===== config.mk =====
export PLATFORM = sky130hd
export DESIGN_NAME = interrupt_request_logic
export DESIGN_NICKNAME = d
export VERILOG_FILES = /design/src/irq_pkg.sv /design/src/ext_pin_if.sv /design/src/ext_pin_detect.sv /design/src/prio_resolve.sv /design/src/interrupt_request_logic.sv
export SDC_FILE = /design/constraint.sdc
export NUM_CORES = 1
export LEC_CHECK = 0
export BUFFER_PORTS_ARGS = -buffer_cell sky130_fd_sc_hd__buf_2
export CAP_MARGIN = 5
export CELL_PAD_IN_SITES_DETAIL_PLACEMENT = 0
export CELL_PAD_IN_SITES_GLOBAL_PLACEMENT = 1
export CORE_ASPECT_RATIO = 1.1
export CORE_MARGIN = 4
export CORE_UTILIZATION = 51
export CTS_BUF_LIST = sky130_fd_sc_hd__clkbuf_4 sky130_fd_sc_hd__clkbuf_8 sky130_fd_sc_hd__clkbuf_16
export DETAILED_ROUTE_END_ITERATION = 12
export GPL_TIMING_DRIVEN = 0
export PLACE_DENSITY_LB_ADDON = 0.1
export SKIP_CTS_REPAIR_TIMING = 1
export SYNTH_ARGS = -nofsm -noshare
export SYNTH_HDL_FRONTEND = slang
export SYNTH_SLANG_ARGS = --single-unit

===== constraint.sdc =====
create_clock -name clk -period 24 [get_ports clk]
set_input_delay 1.2 -clock clk [delete_from_list [all_inputs] [get_ports clk]]
set_output_delay 1.2 -clock clk [all_outputs]
set_load 0.02 [all_outputs]

===== src/irq_pkg.sv =====
package irq_pkg;
  localparam int NSRC = 11;
  localparam int NEVT = 11;
  localparam int SRCW = 4;
  localparam int CLKS_PER_MC = 12;

  localparam logic [7:0] TMR_EXT_CTRL_ADDR = 8'h88;
  localparam logic [7:0] PRIO_LO_ADDR      = 8'hb8;
  localparam logic [7:0] PRIO_HI_ADDR      = 8'hba;
  localparam logic [7:0] AUX_PRIO_HI_ADDR  = 8'hbb;
  localparam logic [7:0] AUX_PRIO_LO_ADDR  = 8'hbc;
  localparam logic [7:0] EXT_IRQ_CTRL_ADDR = 8'hc0;
  localparam logic [7:0] BASE_EN_ADDR      = 8'hc1;
  localparam logic [7:0] AUX_EN_ADDR       = 8'hc2;
  localparam logic [7:0] SRC_FLAG_ADDR     = 8'hc3;
  localparam logic [7:0] SPI_STATUS_ADDR   = 8'hc4;

  localparam logic [7:0] REG_RESET      = 8'h00;
  localparam logic [7:0] PRIO_LO_MASK   = 8'h3f;
  localparam logic [7:0] AUX_MASK       = 8'h07;
  localparam logic [7:0] BASE_EN_MASK   = 8'hbf;
  localparam logic [7:0] SRC_FLAG_MASK  = 8'h7f;
  localparam logic [7:0] SPI_MASK       = 8'hb0;

  // Timer and external 0/1 control
  localparam int TMR1_OVF_BIT = 7;
  localparam int TMR0_OVF_BIT = 5;
  localparam int EXT1_PEND_BIT = 3;
  localparam int EXT1_EDGE_BIT = 2;
  localparam int EXT0_PEND_BIT = 1;
  localparam int EXT0_EDGE_BIT = 0;
  // External 2/3 control
  localparam int EXT3_PRIO_LO_BIT = 7;
  localparam int EXT3_EN_BIT = 6;
  localparam int EXT3_PEND_BIT = 5;
  localparam int EXT3_EDGE_BIT = 4;
  localparam int EXT2_PRIO_LO_BIT = 3;
  localparam int EXT2_EN_BIT = 2;
  localparam int EXT2_PEND_BIT = 1;
  localparam int EXT2_EDGE_BIT = 0;
  localparam int EXT2_PRIO_HI_BIT = 6;
  localparam int EXT3_PRIO_HI_BIT = 7;
  localparam int GLOBAL_EN_BIT = 7;
  // Source flags and control
  localparam int TMR2_OVF_BIT = 0;
  localparam int UART_RX_BIT = 2;
  localparam int UART_TX_BIT = 3;
  localparam int WAKE_BIT = 4;
  localparam int BROWNOUT_BIT = 5;
  localparam int BO_RESET_SEL_BIT = 6;
  localparam int SPI_DONE_BIT = 7;
  localparam int SPI_OVR_BIT = 5;
  localparam int SPI_FAULT_BIT = 4;
  localparam int SPI_EN_BIT = 0;
  localparam int WAKE_EN_BIT = 1;
  localparam int BO_EN_BIT = 2;

  // Sources in natural order
  localparam int SRC_EXT0 = 0;
  localparam int SRC_TMR0 = 1;
  localparam int SRC_EXT1 = 2;
  localparam int SRC_TMR1 = 3;
  localparam int SRC_UART = 4;
  localparam int SRC_TMR2 = 5;
  localparam int SRC_EXT2 = 6;
  localparam int SRC_EXT3 = 7;
  localparam int SRC_SPI = 8;
  localparam int SRC_WAKE = 9;
  localparam int SRC_BO = 10;

  localparam int EV_TMR0 = 0;
  localparam int EV_TMR1 = 1;
  localparam int EV_TMR2_OVF = 2;
  localparam int EV_SPI_DONE = 8;
  localparam int EV_SPI_FAULT = 9;
  localparam int EV_SPI_OVR = 10;
endpackage : irq_pkg


===== src/ext_pin_if.sv =====
`timescale 1ns/1ps
interface ext_pin_if;
  logic pin;
  logic tick;
  logic fall;
  logic low;
  modport det (input pin, input tick, output fall, output low);
  modport core (output pin, output tick, input fall, input low);
endinterface : ext_pin_if


===== src/ext_pin_detect.sv =====
`timescale 1ns/1ps
module ext_pin_detect (
  input wire logic clk,
  input wire logic rst,
  ext_pin_if.det   bus
);
  typedef struct packed {
    logic sync1;
    logic sync2;
    logic samp;
    logic fall;
  } det_t;
  localparam det_t DET_RST = '{sync1: 1'b1, sync2: 1'b1, samp: 1'b1, fall: 1'b0};

  det_t st;
  det_t next_st;

  always_comb begin
    next_st = st;
    next_st.sync1 = bus.pin;
    next_st.sync2 = st.sync1;
    next_st.fall = 1'b0;
    if (bus.tick) begin
      next_st.samp = st.sync2;
      next_st.fall = st.samp & ~st.sync2;
    end
  end

  always_ff @(posedge clk or posedge rst) begin
    if (rst) begin
      st <= DET_RST;
    end else begin
      st <= next_st;
    end
  end

  assign bus.fall = st.fall;
  assign bus.low = ~st.samp;
endmodule : ext_pin_detect


===== src/prio_resolve.sv =====
`timescale 1ns/1ps
module prio_resolve #(
  parameter int N  = 11,
  parameter int IW = 4
) (
  input  wire logic [N-1:0]      req,
  input  wire logic [N-1:0][1:0] lvl,
  output logic                   valid,
  output logic [IW-1:0]          idx,
  output logic [1:0]             level
);
  always_comb begin
    valid = 1'b0;
    idx = '0;
    level = 2'h0;
    for (int i = N - 1; i >= 0; i--) begin
      if (req[i] && (!valid || lvl[i] >= level)) begin
        valid = 1'b1;
        idx = IW'(i);
        level = lvl[i];
      end
    end
  end
endmodule : prio_resolve


===== src/interrupt_request_logic.sv =====
// Local design decision: the strobed register port.
`timescale 1ns/1ps
// Function
// - External interrupt control register is 8 bits, all zero after reset.
// - Bits 6 and 2 enable requests from external pins 3 and 2.
// - Bits 4 and 0 select level (0) or falling edge (1) for pins 3, 2.
// - Edge mode samples each machine cycle; high then low sets pending.
// - Edge pending stays set until software clears or service entry clears.
// - Pins 0 and 1 edge pending cleared by hardware at service entry.
// - Level mode pending follows inverted pin; service entry leaves it alone.
// - Pin still low after service raises a further request.
// - Pins 2 and 3 behave like 0 and 1, including service clearing.
// - Timer 0/1 overflow sets flags; service entry clears them.
// - Timer 2 overflow or event flags request; never cleared on service.
// - UART request is OR of rx and tx done; only software clears.
// - Wake timer overflow sets flag; requests when its enable is set.
// - Brown-out requests only if flag, reset select 0, enable 1.
// - Three SPI flags share one request under SPI enable.
// - Software may write every flag except level-mode pin pending; a written 1 requests like hardware.
// - Per-source enables, and global enable bit 7 masks everything.
// - A flag left set keeps requesting until software clears it.
// - Pins 2/3 priority: low bits 3/7 here, high bits 6/7 elsewhere.
// - Four levels from high and low bit, 11 the highest.
// - Only strictly higher level preempts; level 3 never preempted.
// - Equal level ties go by natural order, pin 0 first, brown-out last.
module interrupt_request_logic #(
  parameter int MC_CLKS = irq_pkg::CLKS_PER_MC
) (
  input  wire logic                      clk,
  input  wire logic                      rst,
  input  wire logic [7:0]                addr,
  input  wire logic [7:0]                wdata,
  input  wire logic                      wr,
  input  wire logic                      rd,
  output logic      [7:0]                rdata,
  input  wire logic [3:0]                ext_pin,
  input  wire logic [irq_pkg::NEVT-1:0]  hw_evt,
  input  wire logic                      svc_enter,
  input  wire logic [irq_pkg::SRCW-1:0]  svc_src,
  input  wire logic                      svc_exit,
  output logic                           irq_req,
  output logic      [irq_pkg::SRCW-1:0]  irq_src,
  output logic      [1:0]                irq_level
);
  import irq_pkg::*;

  typedef struct packed {
    logic [7:0]      tmr_ext_ctrl;
    logic [7:0]      ext_irq_ctrl_reg;
    logic [7:0]      prio_lo;
    logic [7:0]      prio_hi;
    logic [7:0]      aux_lo;
    logic [7:0]      aux_hi;
    logic [7:0]      base_en;
    logic [7:0]      aux_en;
    logic [7:0]      src_flag;
    logic [7:0]      spi;
    logic [3:0]      act;
    logic [7:0]      mc_cnt;
    logic            tick;
    logic [7:0]      rdata;
    logic            req;
    logic [SRCW-1:0] src;
    logic [1:0]      lvl;
  } core_t;

  core_t                 st;
  core_t                 next_st;
  logic [NSRC-1:0]       req;
  logic [NSRC-1:0][1:0]  lvl;
  logic [NSRC-1:0]       sclr;
  logic [3:0]            fall;
  logic [3:0]            low;
  logic                  win_valid;
  logic [SRCW-1:0]       win_idx;
  logic [1:0]            win_lvl;
  logic                  w_tec;
  logic                  w_xic;
  logic                  w_flag;
  logic                  w_spi;

  function automatic logic upd(input logic cur, input logic w, input logic wbit,
                               input logic clr, input logic set);
    return set | (~clr & (w ? wbit : cur));
  endfunction : upd

  // Hardware set wins over software write and service clear
  function automatic logic ext_flag(input logic edge_m, input logic cur, input logic w,
                                    input logic wbit, input logic clr, input logic f,
                                    input logic lo);
    return edge_m ? upd(cur, w, wbit, clr, f) : lo;
  endfunction : ext_flag

  // one-cycle pin holds are only guaranteed seen when held a full machine cycle
  for (genvar g = 0; g < 4; g++) begin : g_ext
    ext_pin_if u_if ();
    assign u_if.pin = ext_pin[g];
    assign u_if.tick = st.tick;
    assign fall[g] = u_if.fall;
    assign low[g] = u_if.low;
    ext_pin_detect u_det (
      .clk (clk),
      .rst (rst),
      .bus (u_if.det)
    );
  end

  assign w_tec = wr && (addr == TMR_EXT_CTRL_ADDR);
  assign w_xic = wr && (addr == EXT_IRQ_CTRL_ADDR);
  assign w_flag = wr && (addr == SRC_FLAG_ADDR);
  assign w_spi = wr && (addr == SPI_STATUS_ADDR);
  assign sclr = (svc_enter && (svc_src < SRCW'(NSRC))) ? (NSRC'(1) << svc_src) : '0;

  always_comb begin
    // level is {high bit, low bit}
    for (int i = 0; i < 6; i++) begin
      lvl[i] = {st.prio_hi[i], st.prio_lo[i]};
    end
    lvl[SRC_EXT2] = {st.prio_hi[EXT2_PRIO_HI_BIT], st.ext_irq_ctrl_reg[EXT2_PRIO_LO_BIT]};
    lvl[SRC_EXT3] = {st.prio_hi[EXT3_PRIO_HI_BIT], st.ext_irq_ctrl_reg[EXT3_PRIO_LO_BIT]};
    lvl[SRC_SPI] = {st.aux_hi[SPI_EN_BIT], st.aux_lo[SPI_EN_BIT]};
    lvl[SRC_WAKE] = {st.aux_hi[WAKE_EN_BIT], st.aux_lo[WAKE_EN_BIT]};
    lvl[SRC_BO] = {st.aux_hi[BO_EN_BIT], st.aux_lo[BO_EN_BIT]};
    // flags request for as long as they stay set
    req[SRC_EXT0] = st.tmr_ext_ctrl[EXT0_PEND_BIT];
    req[SRC_TMR0] = st.tmr_ext_ctrl[TMR0_OVF_BIT];
    req[SRC_EXT1] = st.tmr_ext_ctrl[EXT1_PEND_BIT];
    req[SRC_TMR1] = st.tmr_ext_ctrl[TMR1_OVF_BIT];
    // UART request ORs both done flags
    req[SRC_UART] = st.src_flag[UART_RX_BIT] | st.src_flag[UART_TX_BIT];
    req[SRC_TMR2] = st.src_flag[TMR2_OVF_BIT] | st.src_flag[TMR2_OVF_BIT + 1];
    req[SRC_EXT2] = st.ext_irq_ctrl_reg[EXT2_PEND_BIT] & st.ext_irq_ctrl_reg[EXT2_EN_BIT];
    req[SRC_EXT3] = st.ext_irq_ctrl_reg[EXT3_PEND_BIT] & st.ext_irq_ctrl_reg[EXT3_EN_BIT];
    req[SRC_SPI] = (st.spi[SPI_DONE_BIT] | st.spi[SPI_FAULT_BIT] | st.spi[SPI_OVR_BIT])
                   & st.aux_en[SPI_EN_BIT];
    req[SRC_WAKE] = st.src_flag[WAKE_BIT] & st.aux_en[WAKE_EN_BIT];
    // brown-out only when reset select is clear
    req[SRC_BO] = st.src_flag[BROWNOUT_BIT] & ~st.src_flag[BO_RESET_SEL_BIT]
                  & st.aux_en[BO_EN_BIT];
    for (int i = 0; i < 6; i++) begin
      req[i] = req[i] & st.base_en[i];
    end
    req = req & {NSRC{st.base_en[GLOBAL_EN_BIT]}};
  end

  prio_resolve #(
    .N  (NSRC),
    .IW (SRCW)
  ) u_resolve (
    .req   (req),
    .lvl   (lvl),
    .valid (win_valid),
    .idx   (win_idx),
    .level (win_lvl)
  );

  always_comb begin
    next_st = st;
    next_st.tick = 1'b0;
    next_st.mc_cnt = st.mc_cnt + 8'h01;
    if (st.mc_cnt == 8'(MC_CLKS - 1)) begin
      next_st.mc_cnt = 8'h00;
      next_st.tick = 1'b1;
    end
    // Plain register writes; flag bits are overridden below
    // software writes reach every flag except level-mode pin pending
    if (w_tec) next_st.tmr_ext_ctrl = wdata;
    if (w_xic) next_st.ext_irq_ctrl_reg = wdata;
    if (wr && addr == PRIO_LO_ADDR) next_st.prio_lo = wdata & PRIO_LO_MASK;
    if (wr && addr == PRIO_HI_ADDR) next_st.prio_hi = wdata;
    if (wr && addr == AUX_PRIO_LO_ADDR) next_st.aux_lo = wdata & AUX_MASK;
    if (wr && addr == AUX_PRIO_HI_ADDR) next_st.aux_hi = wdata & AUX_MASK;
    if (wr && addr == BASE_EN_ADDR) next_st.base_en = wdata & BASE_EN_MASK;
    if (wr && addr == AUX_EN_ADDR) next_st.aux_en = wdata & AUX_MASK;
    if (w_flag) next_st.src_flag = wdata & SRC_FLAG_MASK;
    if (w_spi) next_st.spi = wdata & SPI_MASK;
    // pins 0/1 cleared on service entry in edge mode
    // level mode tracks the inverted sample
    next_st.tmr_ext_ctrl[EXT0_PEND_BIT] = ext_flag(st.tmr_ext_ctrl[EXT0_EDGE_BIT],
      st.tmr_ext_ctrl[EXT0_PEND_BIT], w_tec, wdata[EXT0_PEND_BIT], sclr[SRC_EXT0],
      fall[0], low[0]);
    next_st.tmr_ext_ctrl[EXT1_PEND_BIT] = ext_flag(st.tmr_ext_ctrl[EXT1_EDGE_BIT],
      st.tmr_ext_ctrl[EXT1_PEND_BIT], w_tec, wdata[EXT1_PEND_BIT], sclr[SRC_EXT1],
      fall[1], low[1]);
    // a pin still low requests again
    next_st.ext_irq_ctrl_reg[EXT2_PEND_BIT] = ext_flag(st.ext_irq_ctrl_reg[EXT2_EDGE_BIT],
      st.ext_irq_ctrl_reg[EXT2_PEND_BIT], w_xic, wdata[EXT2_PEND_BIT], sclr[SRC_EXT2],
      fall[2], low[2]);
    next_st.ext_irq_ctrl_reg[EXT3_PEND_BIT] = ext_flag(st.ext_irq_ctrl_reg[EXT3_EDGE_BIT],
      st.ext_irq_ctrl_reg[EXT3_PEND_BIT], w_xic, wdata[EXT3_PEND_BIT], sclr[SRC_EXT3],
      fall[3], low[3]);
    // timer 0/1 flags set and service-cleared
    next_st.tmr_ext_ctrl[TMR0_OVF_BIT] = upd(st.tmr_ext_ctrl[TMR0_OVF_BIT], w_tec,
      wdata[TMR0_OVF_BIT], sclr[SRC_TMR0], hw_evt[EV_TMR0]);
    next_st.tmr_ext_ctrl[TMR1_OVF_BIT] = upd(st.tmr_ext_ctrl[TMR1_OVF_BIT], w_tec,
      wdata[TMR1_OVF_BIT], sclr[SRC_TMR1], hw_evt[EV_TMR1]);
    // timer 2, UART, wake, brown-out flags never service-cleared
    for (int k = 0; k < 6; k++) begin
      next_st.src_flag[k] = upd(st.src_flag[k], w_flag, wdata[k], 1'b0,
                                hw_evt[EV_TMR2_OVF + k]);
    end
    next_st.spi[SPI_DONE_BIT] = upd(st.spi[SPI_DONE_BIT], w_spi, wdata[SPI_DONE_BIT],
                                    1'b0, hw_evt[EV_SPI_DONE]);
    next_st.spi[SPI_FAULT_BIT] = upd(st.spi[SPI_FAULT_BIT], w_spi, wdata[SPI_FAULT_BIT],
                                     1'b0, hw_evt[EV_SPI_FAULT]);
    next_st.spi[SPI_OVR_BIT] = upd(st.spi[SPI_OVR_BIT], w_spi, wdata[SPI_OVR_BIT],
                                   1'b0, hw_evt[EV_SPI_OVR]);
    // Return retires the highest active level before a new entry marks its own
    if (svc_exit) begin
      for (int l = 0; l < 4; l++) begin
        if (st.act[l]) next_st.act = st.act & ~(4'h1 << l);
      end
    end
    if (sclr != '0) next_st.act[lvl[svc_src]] = 1'b1;
    // request only above every active level
    next_st.req = win_valid && ((st.act >> win_lvl) == 4'h0);
    next_st.src = win_idx;
    next_st.lvl = win_lvl;
    next_st.rdata = 8'h00;
    if (rd) begin
      if (addr == TMR_EXT_CTRL_ADDR) next_st.rdata = st.tmr_ext_ctrl;
      else if (addr == EXT_IRQ_CTRL_ADDR) next_st.rdata = st.ext_irq_ctrl_reg;
      else if (addr == PRIO_LO_ADDR) next_st.rdata = st.prio_lo;
      else if (addr == PRIO_HI_ADDR) next_st.rdata = st.prio_hi;
      else if (addr == AUX_PRIO_LO_ADDR) next_st.rdata = st.aux_lo;
      else if (addr == AUX_PRIO_HI_ADDR) next_st.rdata = st.aux_hi;
      else if (addr == BASE_EN_ADDR) next_st.rdata = st.base_en;
      else if (addr == AUX_EN_ADDR) next_st.rdata = st.aux_en;
      else if (addr == SRC_FLAG_ADDR) next_st.rdata = st.src_flag;
      else if (addr == SPI_STATUS_ADDR) next_st.rdata = st.spi;
    end
  end

  always_ff @(posedge clk or posedge rst) begin
    if (rst) begin
      st <= '0;
    end else begin
      st <= next_st;
    end
  end

  assign rdata = st.rdata;
  assign irq_req = st.req;
  assign irq_src = st.src;
  assign irq_level = st.lvl;
endmodule : interrupt_request_logic


==> run summary <==
Status: finished clean
Drt initial violations: 334
Synthesis Warnings: 0
Final HPWL DP: 11600 microns
Antenna violations before repair: 0
Sum Neg Setup Slack: 0 ps
Crit. End Element: flip-flop
Syn avg cell area: 10.3 sq um
Reg area: 2520 sq um
Netlist cell types: 76
HP Class: flip-flop to flip-flop
Max-Cap Viols: 0
Post-synth net total: 624
Die Y: 120 microns
Sequential power share: 47.5%
Worst skew pair latency: 340 ps
Longest Clk Path Bufs: 2
CTS sink cnt: 100
Tot Pwr: 0.387 mW
Mapped Area: 5820 sq um
Worst Setup Slack, final: 9460 ps
Clock Skew: 9.66 ps
Combinational Power Share: 15.2%
Switching Fraction: 28.8%
Area growth from synthesis to layout: 13.1%
Synth Register Bits: 100
IO buf count: 50
Die footprint: 13200 sq um
# IOs: 56
Max Clock Freq: 68.8 MHz
Clk pwr share: 37.3%
Initial Util: 52.6%
Pwr/cell area: 58.8 nW/um^2
Largest stage delay on the critical path: 550 ps
Grt ovf: 0
Crit path time final: 14540 ps
Slew margin rel.: 15.4%
Buf/Inv on CP: 1
Cell internal pwr: 0.276 mW
Critical path startpoint category: flip-flop
DR WL/cell: 19.4 microns
Core area: 11100 sq um
CP top delay family: compound AO/OA/AOI/OAI gates
Final hold slack: 358 ps
Setup violators final: 0
Worst slack at placement: 9590 ps
CTS Buf Count: 9
First-pass GRT wire length: 24500 microns
Via count: 4668
Row count: 40
GPL Wtd Cong: 0.919
RSZ-0062 raised after global routing: no
Final WL: 15100 microns
Drt drc: 0
Antenna Nets Post-Route: 0
Crit share post-route: 60.6%
Footprint of the multi-input gates: 3060 sq um
Layout cells sized above 1: 26.5%
CTS tree: done
Crit Path Max Fanout: 10
Endpoints failing hold: 0
Sw power: 0.112 mW
Worst EP arrival: 14770 ps
Gr usage total: 24.2%
Gate Count Post-Synth: 566
Clock transition at path regs: 80 ps
Post-layout util: 59.6%
Post-synth ARST share: 100%
Chip width: 110 microns
Vias per cell: 5.98
Number of global-route vias before repair: 4697
Leakage dissipation: 2.93 nW
Sequential area share after synthesis: 43.2%
Largest net degree at the start of global routing: 62
Htree depth: 3
Post-synth EDFFs: 0
Least-Margin Pin Slew: 1270 ps
Clock root cell: clkbuf_16
Max-slew violation total from the final report: 0
Fill cells: 967
VDD IR max: 0.0476 mV
WP data required: 24230 ps
ANT cells: 0
Drt pass-1 iters: 4
Top_reg_cell synth: dfrtp_1
Critical path class: flip-flop to flip-flop
Nets: 686
Crit-path slowest cell: a21oi_1
Critical path's most frequent cell: ha_1
==> final cells by class <==
type | instances | area share, %
multi-input combinational | 417 | 46.5
sequential | 100 | 38.2
timing repair buffer | 51 | 4.22
clock buffer | 9 | 3.42
tap | 147 | 2.79
buffer | 28 | 2.47
inverter | 21 | 1.23
clock inverter | 7 | 1.14
==> registers in the layout (all words and copies together) (netlist names) <==
| signal | flops |
|---|---|
| g_ext.u_det.next_st | 4 |
| rdata | 8 |
| irq_req | 1 |
| g_ext.u_if.tick | 1 |
| lvl | 22 |
| st | 46 |
| g_ext.u_det.bus.fall | 4 |
| irq_level | 2 |
| g_ext.u_det.st | 8 |
| irq_src | 4 |
==> metal layers <==
layer,wire (microns),GRT usage [%],part of all wire [%]
met1,6790,32.7,45
met2,7560,40.4,50
met3,493,3.07,3.3
met4,255,6.70,1.7
met5,0,0,0
==> layout by cell type, fill, tap and decap left out, drive strengths merged, types with 3 or more instances in the layout <==
| cell | count |
|---|---|
| dfrtp | 88 |
| buf | 67 |
| nand2 | 51 |
| mux2 | 49 |
| nor2 | 34 |
| o21ai | 30 |
| a21oi | 28 |
| inv | 25 |
| clkbuf | 21 |
| nand3 | 20 |
| ha | 17 |
| nor2b | 16 |
| mux2i | 16 |
| nand2b | 14 |
| dfstp | 12 |
| a22oi | 9 |
| and3 | 9 |
| a211o | 8 |
| a21boi | 8 |
| and2 | 8 |
| nor3 | 7 |
| a21o | 7 |
| nand3b | 6 |
| a221oi | 5 |
| xnor2 | 5 |
| or2 | 4 |
| mux4 | 4 |
| o22ai | 4 |
| a311oi | 4 |
| nor3b | 3 |
| o211ai | 3 |
==> stage by stage <==
stage / area [sq um] / instances
4_1_cts: 6590 / 780
3_3_place_gp: 6260 / 763
5_1_grt: 6590 / 780
6_report: 6590 / 780
2_1_floorplan: 5820 / 566
3_5_place_dp: 6290 / 764
==> path summary, 6_finish.rpt <==
path / start / endpoint / slack [ps] / cells past startpoint
max: st[59] / irq_req / 9460 / 65
min: g_ext[3].u_det.next_st[2] / g_ext[3].u_det.st[2] / 360 / 0
max reg2reg: st[59] / irq_req / 9460 / 65
min reg2reg: g_ext[3].u_det.next_st[2] / g_ext[3].u_det.st[2] / 360 / 0
max in group asynchronous: rst / g_ext[3].u_det.st[1] / 22420 / 3
min in group asynchronous: rst / st[16] / 890 / 2
==> synth_stat cells (3+ instances only) <==
cell      number  share of area [%]
mux4_2         4                1.5
inv_1         21                1.4
nor3b_1        3               0.39
dfrtp_1       88                 38
a21boi_0       8                1.0
nor3_1         7               0.60
o211ai_1       3               0.39
o21ai_1        3               0.26
or2_2          4               0.43
dfstp_2       12                5.4
mux2i_1       16                2.8
a22oi_1        9                1.2
nand3b_1       6               0.77
nand2b_1      14                1.5
and2_1         6               0.64
a211o_1        8                1.2
o22ai_1        3               0.32
buf_4         15                1.9
nor2_1        34                2.2
nand2_1       51                3.3
and3_1         8               0.86
clkbuf_1      12               0.77
a21o_1         7               0.90
xnor2_1        5               0.75
nand3_1       20                1.7
o21ai_0       27                2.3
mux2_2        49                9.5
a221oi_1       5               0.75
ha_1          17                3.7
nor2b_1       16                1.7
a21oi_1       27                2.3
==> logic make-up (layout without fill, tap and decap cells) <==
logic type      after synthesis  in the layout  synth area share (%)
xor+xnor                      6              6                 0.902
fa+ha+maj                    17             17                  3.65
simple gates                186            186                  16.5
buf+inv                      49            116                  4.15
compound gates              139            139                  17.8
flops                       100            100                  43.2
mux                          69             69                  13.8
==> power groups by stage <==
stage	clock [mW]	combinational (mW)	sequential [mW]
3_3_place_gp	0	0.0565	0.187
6_report	0.145	0.0588	0.184
4_1_cts	0.147	0.0588	0.184
3_5_place_dp	0	0.0585	0.187
5_1_grt	0.154	0.0655	0.185
2_1_floorplan	0	0.0412	0.185
(Power assumes the default switching activity.)
